File: config.mk
export PLATFORM = sky130hd
export DESIGN_NAME = bcp_operand_regs
export DESIGN_NICKNAME = d
export VERILOG_FILES = /design/src/include/bcp_pkg.sv /design/src/include/bcp_sel_if.sv /design/src/verilog/bcp_operand_regs.sv /design/src/verilog/bcp_color_select.sv
export VERILOG_INCLUDE_DIRS = /design/src /design/src/include
export SDC_FILE = /design/constraint.sdc
export NUM_CORES = 1
export LEC_CHECK = 0
export CAP_MARGIN = 0
export CORE_MARGIN = 2
export CORE_UTILIZATION = 47
export CTS_CLUSTER_SIZE = 16
export DETAILED_ROUTE_END_ITERATION = 10
export DONT_BUFFER_PORTS = 1
export GPL_TIMING_DRIVEN = 0
export PLACE_DENSITY = 0.65
export SLEW_MARGIN = 20
export SYNTH_ARGS = -nofsm -noshare
export SYNTH_HDL_FRONTEND = slang
export SYNTH_SLANG_ARGS = --single-unit
File: constraint.sdc
create_clock -name clk_sys -period 3.85 [get_ports clk_sys]
set_clock_uncertainty 0.2 [all_clocks]
set_input_delay 0.385 -clock clk_sys [delete_from_list [all_inputs] [get_ports clk_sys]]
set_output_delay 0.385 -clock clk_sys [all_outputs]
set_load 0.02 [all_outputs]
File: src/include/bcp_regs.svh
// offsets, field positions, reset values and timing counts of the operand register bank
`ifndef BCP_REGS_SVH
`define BCP_REGS_SVH

// byte offsets above the block base address, one aligned 32-bit word each
`define BCP_OFS_SRC_POS      16'h8108
`define BCP_OFS_SRC_COLOR    16'h810C
`define BCP_OFS_PAT_COLOR_01 16'h8110
`define BCP_OFS_PAT_COLOR_23 16'h8114
`define BCP_OFS_PAT_WORD_0   16'h8120
`define BCP_OFS_PAT_WORD_1   16'h8124

// halfword offsets of the 16-bit colour registers inside their words
`define BCP_OFS_SRC_COLOR_1  16'h810E
`define BCP_OFS_PAT_COLOR_1  16'h8112
`define BCP_OFS_PAT_COLOR_3  16'h8116

// field positions
`define BCP_HALF_LO_MSB      15
`define BCP_HALF_LO_LSB      0
`define BCP_HALF_HI_MSB      31
`define BCP_HALF_HI_LSB      16
`define BCP_BYTE_LO_MSB      7
`define BCP_PAT_WORD_1_LSB   32

// reset values
`define BCP_RST_WORD         32'h0000_0000
`define BCP_RST_COLOR        16'h0000
`define BCP_RST_PAT          64'h0000_0000_0000_0000

// register read answer latency in clocks
`define BCP_READ_LATENCY     1

`endif

File: src/include/bcp_pkg.sv
// types shared by the operand register bank and its colour selector
package bcp_pkg;

    // pattern format codes, in the order of their two-bit encoding
    typedef enum logic [1:0] {
        BCP_PAT_SOLID,
        BCP_PAT_MONO,
        BCP_PAT_DITHER,
        BCP_PAT_COLOR
    } bcp_pat_fmt_e;

    typedef logic [15:0] bcp_color_t;

    // the whole state of the register bank
    typedef struct packed {
        logic [31:0] src_pos;
        bcp_color_t  src_color_zero;
        bcp_color_t  src_color_one;
        bcp_color_t  pat_color_zero;
        bcp_color_t  pat_color_one;
        bcp_color_t  pat_color_two;
        bcp_color_t  pat_color_three;
        logic [63:0] pat_bits;
        logic [31:0] rdata;
        logic        ack;
        logic [15:0] row_coord;
        logic [15:0] col_coord;
        logic [15:0] axial_err;
        logic [15:0] diag_err;
        logic        pix_valid;
        bcp_color_t  src_pix_color;
        bcp_color_t  pat_pix_color;
        logic        pat_pix_bit;
    } bcp_state_s;

endpackage : bcp_pkg

File: src/include/bcp_sel_if.sv
// interface between the register bank and the colour selector
`timescale 1ns/1ps
`default_nettype none

interface bcp_sel_if;
    import bcp_pkg::*;

    bcp_color_t   src_color_zero;
    bcp_color_t   src_color_one;
    bcp_color_t   pat_color [4];
    logic [63:0]  pat_bits;
    bcp_pat_fmt_e pat_fmt;
    logic         bpp8;
    logic [2:0]   pix_x;
    logic [2:0]   pix_y;
    logic         src_bit;
    bcp_color_t   src_color;
    bcp_color_t   pat_color_out;
    logic         pat_bit;

    modport bank (
        output src_color_zero, src_color_one, pat_color, pat_bits, pat_fmt, bpp8,
        output pix_x, pix_y, src_bit,
        input  src_color, pat_color_out, pat_bit
    );
    modport sel (
        input  src_color_zero, src_color_one, pat_color, pat_bits, pat_fmt, bpp8,
        input  pix_x, pix_y, src_bit,
        output src_color, pat_color_out, pat_bit
    );
endinterface : bcp_sel_if

`default_nettype wire

File: src/verilog/bcp_operand_regs.sv
// operand register bank: source position / line errors, expansion colours, pattern bitmap
//
// Overview of operation
// - in vector mode the upper half is the signed axial error of a line.
// - in block-transfer mode the signed low half is the source row coordinate.
// - in vector mode the signed low half is the diagonal error of a line.
// - at 16 bpp the whole colour register is one RGB pixel colour.
// - source bit 0 expands to the first source colour.
// - source bit 1 expands to the second source colour.
// - pattern expansion colours come from the four pattern colour registers, except direct colour patterns, which take them from the bitmap.
// - the first pattern word is bits 31..0 of the pattern bitmap.
// - the second pattern word is bits 63..32 of the pattern bitmap.
// - pattern format selects solid, monochrome, dither or direct colour pattern.
`timescale 1ns/1ps
`default_nettype none
`include "bcp_regs.svh"

module bcp_operand_regs (
    input  wire logic                 clk_sys,
    input  wire logic                 nrst,
    input  wire logic                 bus_sel,
    input  wire logic                 bus_wr,
    input  wire logic                 bus_rd,
    input  wire logic [15:0]          bus_addr,
    input  wire logic [3:0]           bus_be,
    input  wire logic [31:0]          bus_wdata,
    output logic [31:0]               bus_rdata,
    output logic                      bus_ack,
    input  wire logic                 vector_mode,
    input  wire logic                 bpp8,
    input  wire bcp_pkg::bcp_pat_fmt_e pattern_format_select,
    input  wire logic                 pix_req,
    input  wire logic [2:0]           pix_x,
    input  wire logic [2:0]           pix_y,
    input  wire logic                 src_bit,
    output logic [15:0]               source_row_coordinate,
    output logic [15:0]               source_column_coordinate,
    output logic [15:0]               line_axial_error_term,
    output logic [15:0]               line_diagonal_error_term,
    output logic                      pix_valid,
    output logic [15:0]               src_pix_color,
    output logic [15:0]               pat_pix_color,
    output logic                      pat_pix_bit
);
    import bcp_pkg::*;

    bcp_state_s state_reg;
    bcp_state_s state_next;

    bcp_sel_if sel_bus ();

    // merge a write into a word under its byte enables
    function automatic logic [31:0] merge_word(input logic [31:0] old_w,
                                               input logic [31:0] new_w,
                                               input logic [3:0]  be);
        logic [31:0] res;
        res = old_w;
        for (int i = 0; i < 4; i++) begin
            if (be[i])
                res[i*8 +: 8] = new_w[i*8 +: 8];
        end
        merge_word = res;
    endfunction : merge_word

    // word-aligned decode of the byte offset; low two bits pick lanes via enables
    function automatic logic hit(input logic [15:0] addr, input logic [15:0] ofs);
        hit = (addr[15:2] == ofs[15:2]);
    endfunction : hit

    // pair two 16-bit colour registers into one bus word, odd halfword on top
    function automatic logic [31:0] pair(input bcp_color_t lo, input bcp_color_t hi);
        pair = {hi, lo};
    endfunction : pair

    logic        wr_en;
    logic        rd_en;
    logic [31:0] cur_word;
    logic [31:0] new_word;

    // bank contents drive the selector directly; its answers are registered below
    assign sel_bus.src_color_zero = state_reg.src_color_zero;
    assign sel_bus.src_color_one  = state_reg.src_color_one;
    assign sel_bus.pat_color[0]   = state_reg.pat_color_zero;
    assign sel_bus.pat_color[1]   = state_reg.pat_color_one;
    assign sel_bus.pat_color[2]   = state_reg.pat_color_two;
    assign sel_bus.pat_color[3]   = state_reg.pat_color_three;
    assign sel_bus.pat_bits       = state_reg.pat_bits;
    assign sel_bus.pat_fmt        = pattern_format_select;
    assign sel_bus.bpp8           = bpp8;
    assign sel_bus.pix_x          = pix_x;
    assign sel_bus.pix_y          = pix_y;
    assign sel_bus.src_bit        = src_bit;

    bcp_color_select u_color_select (
        .sel (sel_bus.sel)
    );

    // access strobes; a select without a strobe does nothing
    assign wr_en = bus_sel & bus_wr;
    assign rd_en = bus_sel & bus_rd & ~bus_wr;

    // current word at the addressed offset; unmapped offsets read zero
    always_comb begin
        cur_word = 32'h0000_0000;
        if (hit(bus_addr, `BCP_OFS_SRC_POS))
            cur_word = state_reg.src_pos;
        else if (hit(bus_addr, `BCP_OFS_SRC_COLOR))
            cur_word = pair(state_reg.src_color_zero, state_reg.src_color_one);
        else if (hit(bus_addr, `BCP_OFS_PAT_COLOR_01))
            cur_word = pair(state_reg.pat_color_zero, state_reg.pat_color_one);
        else if (hit(bus_addr, `BCP_OFS_PAT_COLOR_23))
            cur_word = pair(state_reg.pat_color_two, state_reg.pat_color_three);
        else if (hit(bus_addr, `BCP_OFS_PAT_WORD_0))
            cur_word = state_reg.pat_bits[31:0];
        else if (hit(bus_addr, `BCP_OFS_PAT_WORD_1))
            cur_word = state_reg.pat_bits[63:32];
    end

    assign new_word = merge_word(cur_word, bus_wdata, bus_be);

    // next state: register writes, read answer, decoded fields, pixel colours
    always_comb begin
        state_next     = state_reg;
        state_next.ack = wr_en | rd_en;
        if (rd_en)
            state_next.rdata = cur_word;

        // writes; the colour bytes are stored as given, the selector copies the low byte at 8 bpp
        if (wr_en) begin
            if (hit(bus_addr, `BCP_OFS_SRC_POS)) begin
                state_next.src_pos = new_word;
            end else if (hit(bus_addr, `BCP_OFS_SRC_COLOR)) begin
                state_next.src_color_zero = new_word[`BCP_HALF_LO_MSB:`BCP_HALF_LO_LSB];
                state_next.src_color_one  = new_word[`BCP_HALF_HI_MSB:`BCP_HALF_HI_LSB];
            end else if (hit(bus_addr, `BCP_OFS_PAT_COLOR_01)) begin
                state_next.pat_color_zero = new_word[`BCP_HALF_LO_MSB:`BCP_HALF_LO_LSB];
                state_next.pat_color_one  = new_word[`BCP_HALF_HI_MSB:`BCP_HALF_HI_LSB];
            end else if (hit(bus_addr, `BCP_OFS_PAT_COLOR_23)) begin
                state_next.pat_color_two   = new_word[`BCP_HALF_LO_MSB:`BCP_HALF_LO_LSB];
                state_next.pat_color_three = new_word[`BCP_HALF_HI_MSB:`BCP_HALF_HI_LSB];
            end else if (hit(bus_addr, `BCP_OFS_PAT_WORD_0)) begin
                state_next.pat_bits[31:0] = new_word;
            end else if (hit(bus_addr, `BCP_OFS_PAT_WORD_1)) begin
                state_next.pat_bits[63:`BCP_PAT_WORD_1_LSB] = new_word;
            end
        end

        // field split by mode; the field that does not apply to the mode reads zero
        // so a consumer cannot pick up a stale coordinate as an error term
        if (vector_mode) begin
            state_next.axial_err = state_reg.src_pos[`BCP_HALF_HI_MSB:`BCP_HALF_HI_LSB];
            state_next.diag_err  = state_reg.src_pos[`BCP_HALF_LO_MSB:`BCP_HALF_LO_LSB];
            state_next.row_coord = 16'h0000;
            state_next.col_coord = 16'h0000;
        end else begin
            state_next.row_coord = state_reg.src_pos[`BCP_HALF_LO_MSB:`BCP_HALF_LO_LSB];
            state_next.col_coord = state_reg.src_pos[`BCP_HALF_HI_MSB:`BCP_HALF_HI_LSB];
            state_next.axial_err = 16'h0000;
            state_next.diag_err  = 16'h0000;
        end

        // pixel answer one clock after the request; colours hold until the next one
        state_next.pix_valid = pix_req;
        if (pix_req) begin
            state_next.src_pix_color = sel_bus.src_color;
            state_next.pat_pix_color = sel_bus.pat_color_out;
            state_next.pat_pix_bit   = sel_bus.pat_bit;
        end
    end

    // single state register; everything resets to zero
    always_ff @(posedge clk_sys or negedge nrst) begin
        if (!nrst) begin
            state_reg                 <= '0;
            state_reg.src_pos         <= `BCP_RST_WORD;
            state_reg.src_color_zero  <= `BCP_RST_COLOR;
            state_reg.src_color_one   <= `BCP_RST_COLOR;
            state_reg.pat_color_zero  <= `BCP_RST_COLOR;
            state_reg.pat_color_one   <= `BCP_RST_COLOR;
            state_reg.pat_color_two   <= `BCP_RST_COLOR;
            state_reg.pat_color_three <= `BCP_RST_COLOR;
            state_reg.pat_bits        <= `BCP_RST_PAT;
        end else begin
            state_reg <= state_next;
        end
    end

    // outputs straight from the state register
    assign bus_rdata                = state_reg.rdata;
    assign bus_ack                  = state_reg.ack;
    assign source_row_coordinate    = state_reg.row_coord;
    assign source_column_coordinate = state_reg.col_coord;
    assign line_axial_error_term    = state_reg.axial_err;
    assign line_diagonal_error_term = state_reg.diag_err;
    assign pix_valid                = state_reg.pix_valid;
    assign src_pix_color            = state_reg.src_pix_color;
    assign pat_pix_color            = state_reg.pat_pix_color;
    assign pat_pix_bit              = state_reg.pat_pix_bit;

endmodule : bcp_operand_regs

`default_nettype wire

File: src/verilog/bcp_color_select.sv
// colour selector: picks source and pattern colours for one pixel
`timescale 1ns/1ps
`default_nettype none

module bcp_color_select (
    bcp_sel_if.sel sel
);
    import bcp_pkg::*;

    // at 8 bpp only the low byte is trusted; the high byte is a copy
    function automatic bcp_color_t fit_depth(input bcp_color_t c, input logic bpp8);
        fit_depth = bpp8 ? {c[7:0], c[7:0]} : c;
    endfunction : fit_depth

    logic [5:0] bit_idx;
    logic       chk_phase;
    logic [1:0] dith_idx;
    bcp_color_t direct;

    // monochrome source expansion
    always_comb begin
        if (sel.src_bit)
            sel.src_color = fit_depth(sel.src_color_one, sel.bpp8);
        else
            sel.src_color = fit_depth(sel.src_color_zero, sel.bpp8);
    end

    // pattern expansion by format; the bitmap is 8x8, row-major from bit 0
    always_comb begin
        bit_idx     = {sel.pix_y, sel.pix_x};
        sel.pat_bit = sel.pat_bits[bit_idx];
        // checkerboard phase picks between the two colours of a dither pair
        chk_phase   = sel.pix_x[0] ^ sel.pix_y[0];
        dith_idx    = {sel.pat_bit, chk_phase};
        // colour patterns: one byte per pixel at 8 bpp, one halfword at 16 bpp
        if (sel.bpp8)
            direct = {sel.pat_bits[{sel.pix_x, 3'h0} +: 8], sel.pat_bits[{sel.pix_x, 3'h0} +: 8]};
        else
            direct = sel.pat_bits[{sel.pix_x[1:0], 4'h0} +: 16];
        case (sel.pat_fmt)
            BCP_PAT_SOLID:  sel.pat_color_out = fit_depth(sel.pat_color[0], sel.bpp8);
            BCP_PAT_MONO:   sel.pat_color_out = fit_depth(sel.pat_color[{1'b0, sel.pat_bit}],
                                                          sel.bpp8);
            BCP_PAT_DITHER: sel.pat_color_out = fit_depth(sel.pat_color[dith_idx], sel.bpp8);
            BCP_PAT_COLOR:  sel.pat_color_out = direct;
            default:        sel.pat_color_out = fit_depth(sel.pat_color[0], sel.bpp8);
        endcase
    end

endmodule : bcp_color_select

`default_nettype wire

==> flow_summary.yaml, run 1 <==
route:
  wl_um: 63900
  avgRoutedWirePerCell_um: 28.1
  drt-initial-drc-count: 1845
  routed-wl-met2_um: 28400
  drc_errors: 0
  vias_per_cell: 6.27
  firstDrtPassIters: 8
  highest_layer: "met4"
  vias: 14267
  ant_nets: 0
  drt-met1-wl_um: 25800
  route.met3.wl_um: 6860
die:
  row_count: 69
  die_w_um: 195
  core-area_um2: 35700
  num_io_pins: 200
  dieArea_um2: 37800
  start_util: 0.478
  fp.dieH_um: 195
clocking:
  hold_buffers: 3
  htreeDepth: 2
  insertion_delay_ns: 0.54
  cts_buffer_depth: 3
  post_cts_resized: 0
  clk_pin_slew_ns: 0.06
  cts.sinks: 323
  cts_tree: "yes"
  cts_root_buffer: "clkbuf_16"
  cts_made_buffers: 37
  post_cts_buffers: 0
final_layout:
  finalNonFillerCells: 2276
  postLayoutCoreUtil: 0.531
  multi_input_area_um2: 7310
  drive_gt1_frac: 0.172
  fill_cells: 3276
  seqCellArea_um2: 8080
  n_antenna_cell: 0
  fin_nets: 1858
  area_growth_pct: 10.9
synth:
  yosysSeqAreaShare: 0.474
  syn_area_um2: 17100
  ys.flop_type: "dfrtp_1"
  synth.area.top_cells: "dfrtp_1 (47%), nand2_1 (6.6%), o21ai_1 (6.4%)"
  synthCells: 1747
  synth_edf_count: 0
  synth_top_area_share: 0.474
  synth_warnings: 0
  yosysUniqueCellTypes: 59
  synth_seq_cells: 323
  postSynth.asyncResetShare: 1.00
  syn-num-nets: 1816
  synth_top_area_cell: "dfrtp_1"
  avgSynthCellArea_um2: 9.76
power:
  p_leak_uw: 0.00817
  p_per_area_nw_per_um2: 401
  ir_drop_v: 0.000356
setup_path:
  critical_path_class: "flip-flop to flip-flop"
  crit_slowest_cell: "dfrtp_1"
  crit_chain: "mux4_2 -> nand2b_1 -> a41oi_1 -> nand4b_1 -> nand2_2 -> mux2i_1 -> a221oi_1"
  max_stage_delay_ns: 0.55
  regToRegStartpoint: "sel_bus.pat_bits[53]$_DFFE_PN0P_"
  reg2reg_slack_ns: 0.47
  worstPathMaxFanout: 8
  worstPathRequired_ns: 4.02
  cp-start-kind: "flip-flop"
  reg2reg_depth: 7
  worst_setup_path_end_kind: "flip-flop"
  worstReg2RegEnd: "pat_pix_color[9]$_DFFE_PN0P_"
  crit_arrival_ns: 3.54
global_route:
  grt_usage: 0.336
  grt_max_degree: 324
  antenna_found_initial: 3
  grt_pass1_wl_um: 93600
  grt_pass1_vias: 13974
  grt.overflow.total: 0
worst_hold_path:
  hp-class: "input port to asynchronous set/reset pin"
sta:
  fin_tns_setup_ns: 0
  finalHoldViolations: 323
  rsz0062_at_grt: "false"
  drv_slew: 0
  min_period_over_period: 0.877
  holdWs_ns: -0.653
  setup_viol: 0
  tightest_slew_ns: 1.07
  fin_crit_ns: 3.38
  worst_slack_ns: 0.474
  fmax_ghz: 0.296
  relSlewSlack: 0.263
flow_run:
  drv_cap: 0
outcome:
  outcome: "complete, but fails checks"
  violations: "hold timing"
placed_design:
  dp_cells: 2208
  gp_congestion: 0.977
  io_buffers: 0
  post-place-ws_ns: 0.145
  hpwl_um: 48800
==> cell type report <==
cell class | instances | area share
multi-input combinational | 1131 | 0.387
tap | 461 | 0.0305
timing repair buffer | 3 | 0.00159
sequential | 323 | 0.427
inverter | 32 | 0.00635
clock buffer | 52 | 0.0567
buffer | 261 | 0.0815
clock inverter | 13 | 0.00946
==> worst max-delay path, delay by kind of cell, from the launching register on <==
family,cells,cell delay (ns)
muxes,2,1.02
and+or+nand+nor,3,0.95
DFF,1,0.55
AOI/OAI and AO/OA,2,0.48
==> worst max-delay path by stage <==
stage	from	to	slack (ns)	depth (start not counted)
5_1_grt	sel_bus.pat_bits[53]$_DFFE_PN0P_	pat_pix_color[9]$_DFFE_PN0P_	0.42	7
2_1_floorplan	pix_x[1]	pat_pix_color[3]$_DFFE_PN0P_	1.24	9
3_5_place_dp	bus_addr[2]	sel_bus.pat_color[28]$_DFFE_PN0P_	0.14	8
3_3_place_gp	bus_addr[2]	sel_bus.pat_color[28]$_DFFE_PN0P_	0.24	8
6_report	sel_bus.pat_bits[53]$_DFFE_PN0P_	pat_pix_color[9]$_DFFE_PN0P_	0.47	7
4_1_cts	sel_bus.pat_bits[58]$_DFFE_PN0P_	pat_pix_color[9]$_DFFE_PN0P_	0.55	7
==> routing by layer <==
metal / vias up / track usage
met5: - / 0
met4: 0 / 0.142
met3: 133 / 0.0991
met2: 791 / 0.505
met1: 7131 / 0.455
li1: 6212 / -
==> kinds of logic (layout without fill, tap and decap cells) <==
logic type / after synthesis / count (layout) / synth area share
simple gates: 480 / 480 / 0.127
xor+xnor: 2 / 2 / 0.00103
buf+inv: 293 / 361 / 0.0974
compound gates: 514 / 514 / 0.188
flops: 323 / 323 / 0.474
mux: 135 / 135 / 0.113
==> stage by stage <==
step	hold slack (ns)	area, µm²	total power (µW)
floorplan	-0.111	17100	3880
finish	-0.653	18900	7590
detailed placement	-0.103	17600	4030
CTS	-0.673	18900	7610
global route	-0.672	18900	7780
global placement	-0.102	17600	4030
==> synthesized netlist by cell type (16+ instances only) <==
| cell | number |
|---|---|
| nor2_1 | 46 |
| o21ai_0 | 45 |
| a32oi_1 | 24 |
| mux4_2 | 42 |
| o21a_1 | 30 |
| and2_1 | 35 |
| a21oi_1 | 32 |
| buf_2 | 23 |
| o21ai_1 | 219 |
| inv_1 | 32 |
| buf_4 | 134 |
| a31oi_1 | 41 |
| o221ai_1 | 24 |
| mux2_2 | 38 |
| dfrtp_1 | 323 |
| a211oi_1 | 16 |
| clkbuf_1 | 86 |
| nand2_1 | 302 |
| nor2b_1 | 45 |
| nand3_1 | 16 |
| mux2i_1 | 55 |
==> power breakdown <==
group	total (µW)	internal (µW)	switching [µW]
Clock	3610	2160	1450
Combinational	524	166	358
Sequential	3450	3430	25.0
Total	7590	5750	1840
==> layout by cell type (no fill, tap or decap), types with 8 or more instances in the layout <==
master	n
mux2_2	38
buf_4	134
o21ai_0	45
a222oi_1	9
a21oi_1	32
o22ai_1	8
mux4_2	42
o21a_1	30
buf_2	23
nor2b_1	45
a211oi_1	16
nand4_1	8
nand2_1	302
clkbuf_1	92
clkbuf_8	9
nand3_1	16
nor2_1	46
inv_1	32
o21ai_1	219
buf_1	14
clkbuf_16	37
a22oi_1	9
a32oi_1	24
and2_1	35
o211ai_1	10
nand2b_1	9
mux2i_1	55
dfrtp_1	323
o221ai_1	24
a31oi_1	41
(Power assumes the default switching activity.)
==> run 2, diff against run 1 <==
PLACE_DENSITY = 0.62   (was 0.65)
==> run 2 against run 1 <==
The flow still finishes with violations (hold timing). Combinational power increased by 0.8%. Cell area increased by 0.51%. Sequential power about the same. Final cell count about the same. Hold slack got worse by 0.010 ns. Setup slack got worse by 0.15 ns. Critical path type is now input port to flip-flop.
==> flow_summary.yaml, run 2 (synthesis results as in run 1) <==
final_layout:
  fin_nets: 1858
  finalNonFillerCells: 2278
  area_growth_pct: 11.5
  n_antenna_cell: 0
  final_cell_mix: "dfrtp_1 (323), nand2_1 (302), o21ai_1 (219)"
  final_common_cell: "dfrtp_1"
  drive_gt1_frac: 0.174
route:
  drt-met1-wl_um: 26500
  routed-wl-met2_um: 28300
  highest_layer: "met4"
  vias: 14274
  vias_per_cell: 6.27
  avgRoutedWirePerCell_um: 28.2
  route.met3.wl_um: 6900
  wl_um: 64300
  drc_errors: 0
  ant_nets: 0
  firstDrtPassIters: 5
  drt-initial-drc-count: 1738
clocking:
  hold_buffers: 3
  cts.sinks: 323
  cts_made_buffers: 37
  htreeDepth: 2
  cts_root_buffer: "clkbuf_16"
  cts_tree: "yes"
  clk_pin_slew_ns: 0.06
  insertion_delay_ns: 0.56
  cts_buffer_depth: 3
  post_cts_resized: 0
  post_cts_buffers: 0
sta:
  tightest_slew_ns: 0.933
  rsz0062_at_grt: "false"
  worst_slack_ns: 0.320
  drv_slew: 0
  setup_viol: 0
  min_period_over_period: 0.917
  finalHoldViolations: 323
  fin_crit_ns: 3.53
  relSlewSlack: 0.360
  holdWs_ns: -0.663
  fmax_ghz: 0.283
die:
  num_io_pins: 200
  core-area_um2: 35700
  dieArea_um2: 37800
  die_w_um: 195
  row_count: 69
  fp.dieH_um: 195
  start_util: 0.478
power:
  p_total_uw: 7860
  ir_drop_v: 0.000366
  p_per_area_nw_per_um2: 413
  p_leak_uw: 0.00821
setup_path:
  worstPathRequired_ns: 4.06
  worstPathMaxFanout: 10
  worst_setup_path_end_kind: "flip-flop"
  crit_arrival_ns: 3.74
  cp-start-kind: "input port"
  critical_path_class: "input port to flip-flop"
placed_design:
  gp_congestion: 1.00
  dp_cells: 2208
  io_buffers: 0
  post-place-ws_ns: -0.127
  hpwl_um: 48800
outcome:
  violations: "hold timing"
  outcome: "complete, but fails checks"
global_route:
  grt_pass1_vias: 13867
  grt_usage: 0.341
  grt.overflow.total: 0
  grt_pass1_wl_um: 94400
  grt_max_degree: 324
  antenna_found_initial: 1
flow_run:
  drv_cap: 0
worst_hold_path:
  hp-class: "input port to asynchronous set/reset pin"
run 2: changes by cell type in the layout (fill, tap and decap cells not counted), sizes merged:
cell,delta
clkbuf,+1
inv,-1
clkinvlp,+1
clkinv,-2
bufinv,+3
run 2: critical path: stages:
cell,delay [ns]
clkbuf_1,0.34
clkbuf_1,0.66
buf_1,0.49
buf_1,0.53
o221ai_1,0.31
o21ai_1,0.27
o21a_1,0.59
o21ai_1,0.15
run 2: power breakdown:
part,internal [µW],switching (µW),leakage [µW],total [µW]
Clock,2430,1450,0.000660,3870
Sequential,3430,23.8,0.00446,3450
Combinational,166,362,0.00309,528
run 2: final timing paths:
kind | from | to | slack [ns] | depth (start not counted)
worst max-delay path | bus_addr[2] | sel_bus.pat_bits[13]$_DFFE_PN0P_ | 0.32 | 8
worst min-delay path | nrst | bus_rdata[13]$_DFFE_PN0P_ | -0.66 | 0
worst max register to register | sel_bus.pat_bits[49]$_DFFE_PN0P_ | pat_pix_color[8]$_DFFE_PN0P_ | 0.42 | 7
worst min register to register | bus_rdata[9]$_DFFE_PN0P_ | bus_rdata[9]$_DFFE_PN0P_ | 0.28 | 2
max in group asynchronous | nrst | sel_bus.pat_color[57]$_DFFE_PN0P_ | 3.41 | 0
min in group clk_sys | bus_wdata[5] | state_reg[296]$_DFFE_PN0P_ | 0.07 | 3
run 2: metrics by stage:
| stage | setup TNS [ns] | hold WS [ns] | cell area [µm²] | util |
|---|---|---|---|---|
| after floorplan | 0 | -0.111 | 17100 | - |
| after global placement | -0.965 | -0.0981 | 17600 | 0.495 |
| after detailed placement | -0.902 | -0.0974 | 17600 | 0.495 |
| after CTS | 0 | -0.687 | 19000 | 0.533 |
| after global routing | 0 | -0.684 | 19000 | 0.533 |
| final | 0 | -0.663 | 19000 | 0.533 |
run 2: layout make-up:
type,count,area (µm²)
fill,3313,16600
sequential,323,8080
multi-input combinational,1131,7310
buffer,261,1540
clock buffer,53,1120
tap,461,577
clock inverter,14,229
inverter,32,120
timing repair buffer,3,30.0
run 2: routing by layer:
| layer | GRT usage | vias to the layer above |
|---|---|---|
| li1 | - | 6185 |
| met3 | 0.0861 | 121 |
| met4 | 0.133 | 0 |
| met2 | 0.513 | 768 |
| met1 | 0.476 | 7200 |
| met5 | 0 | - |
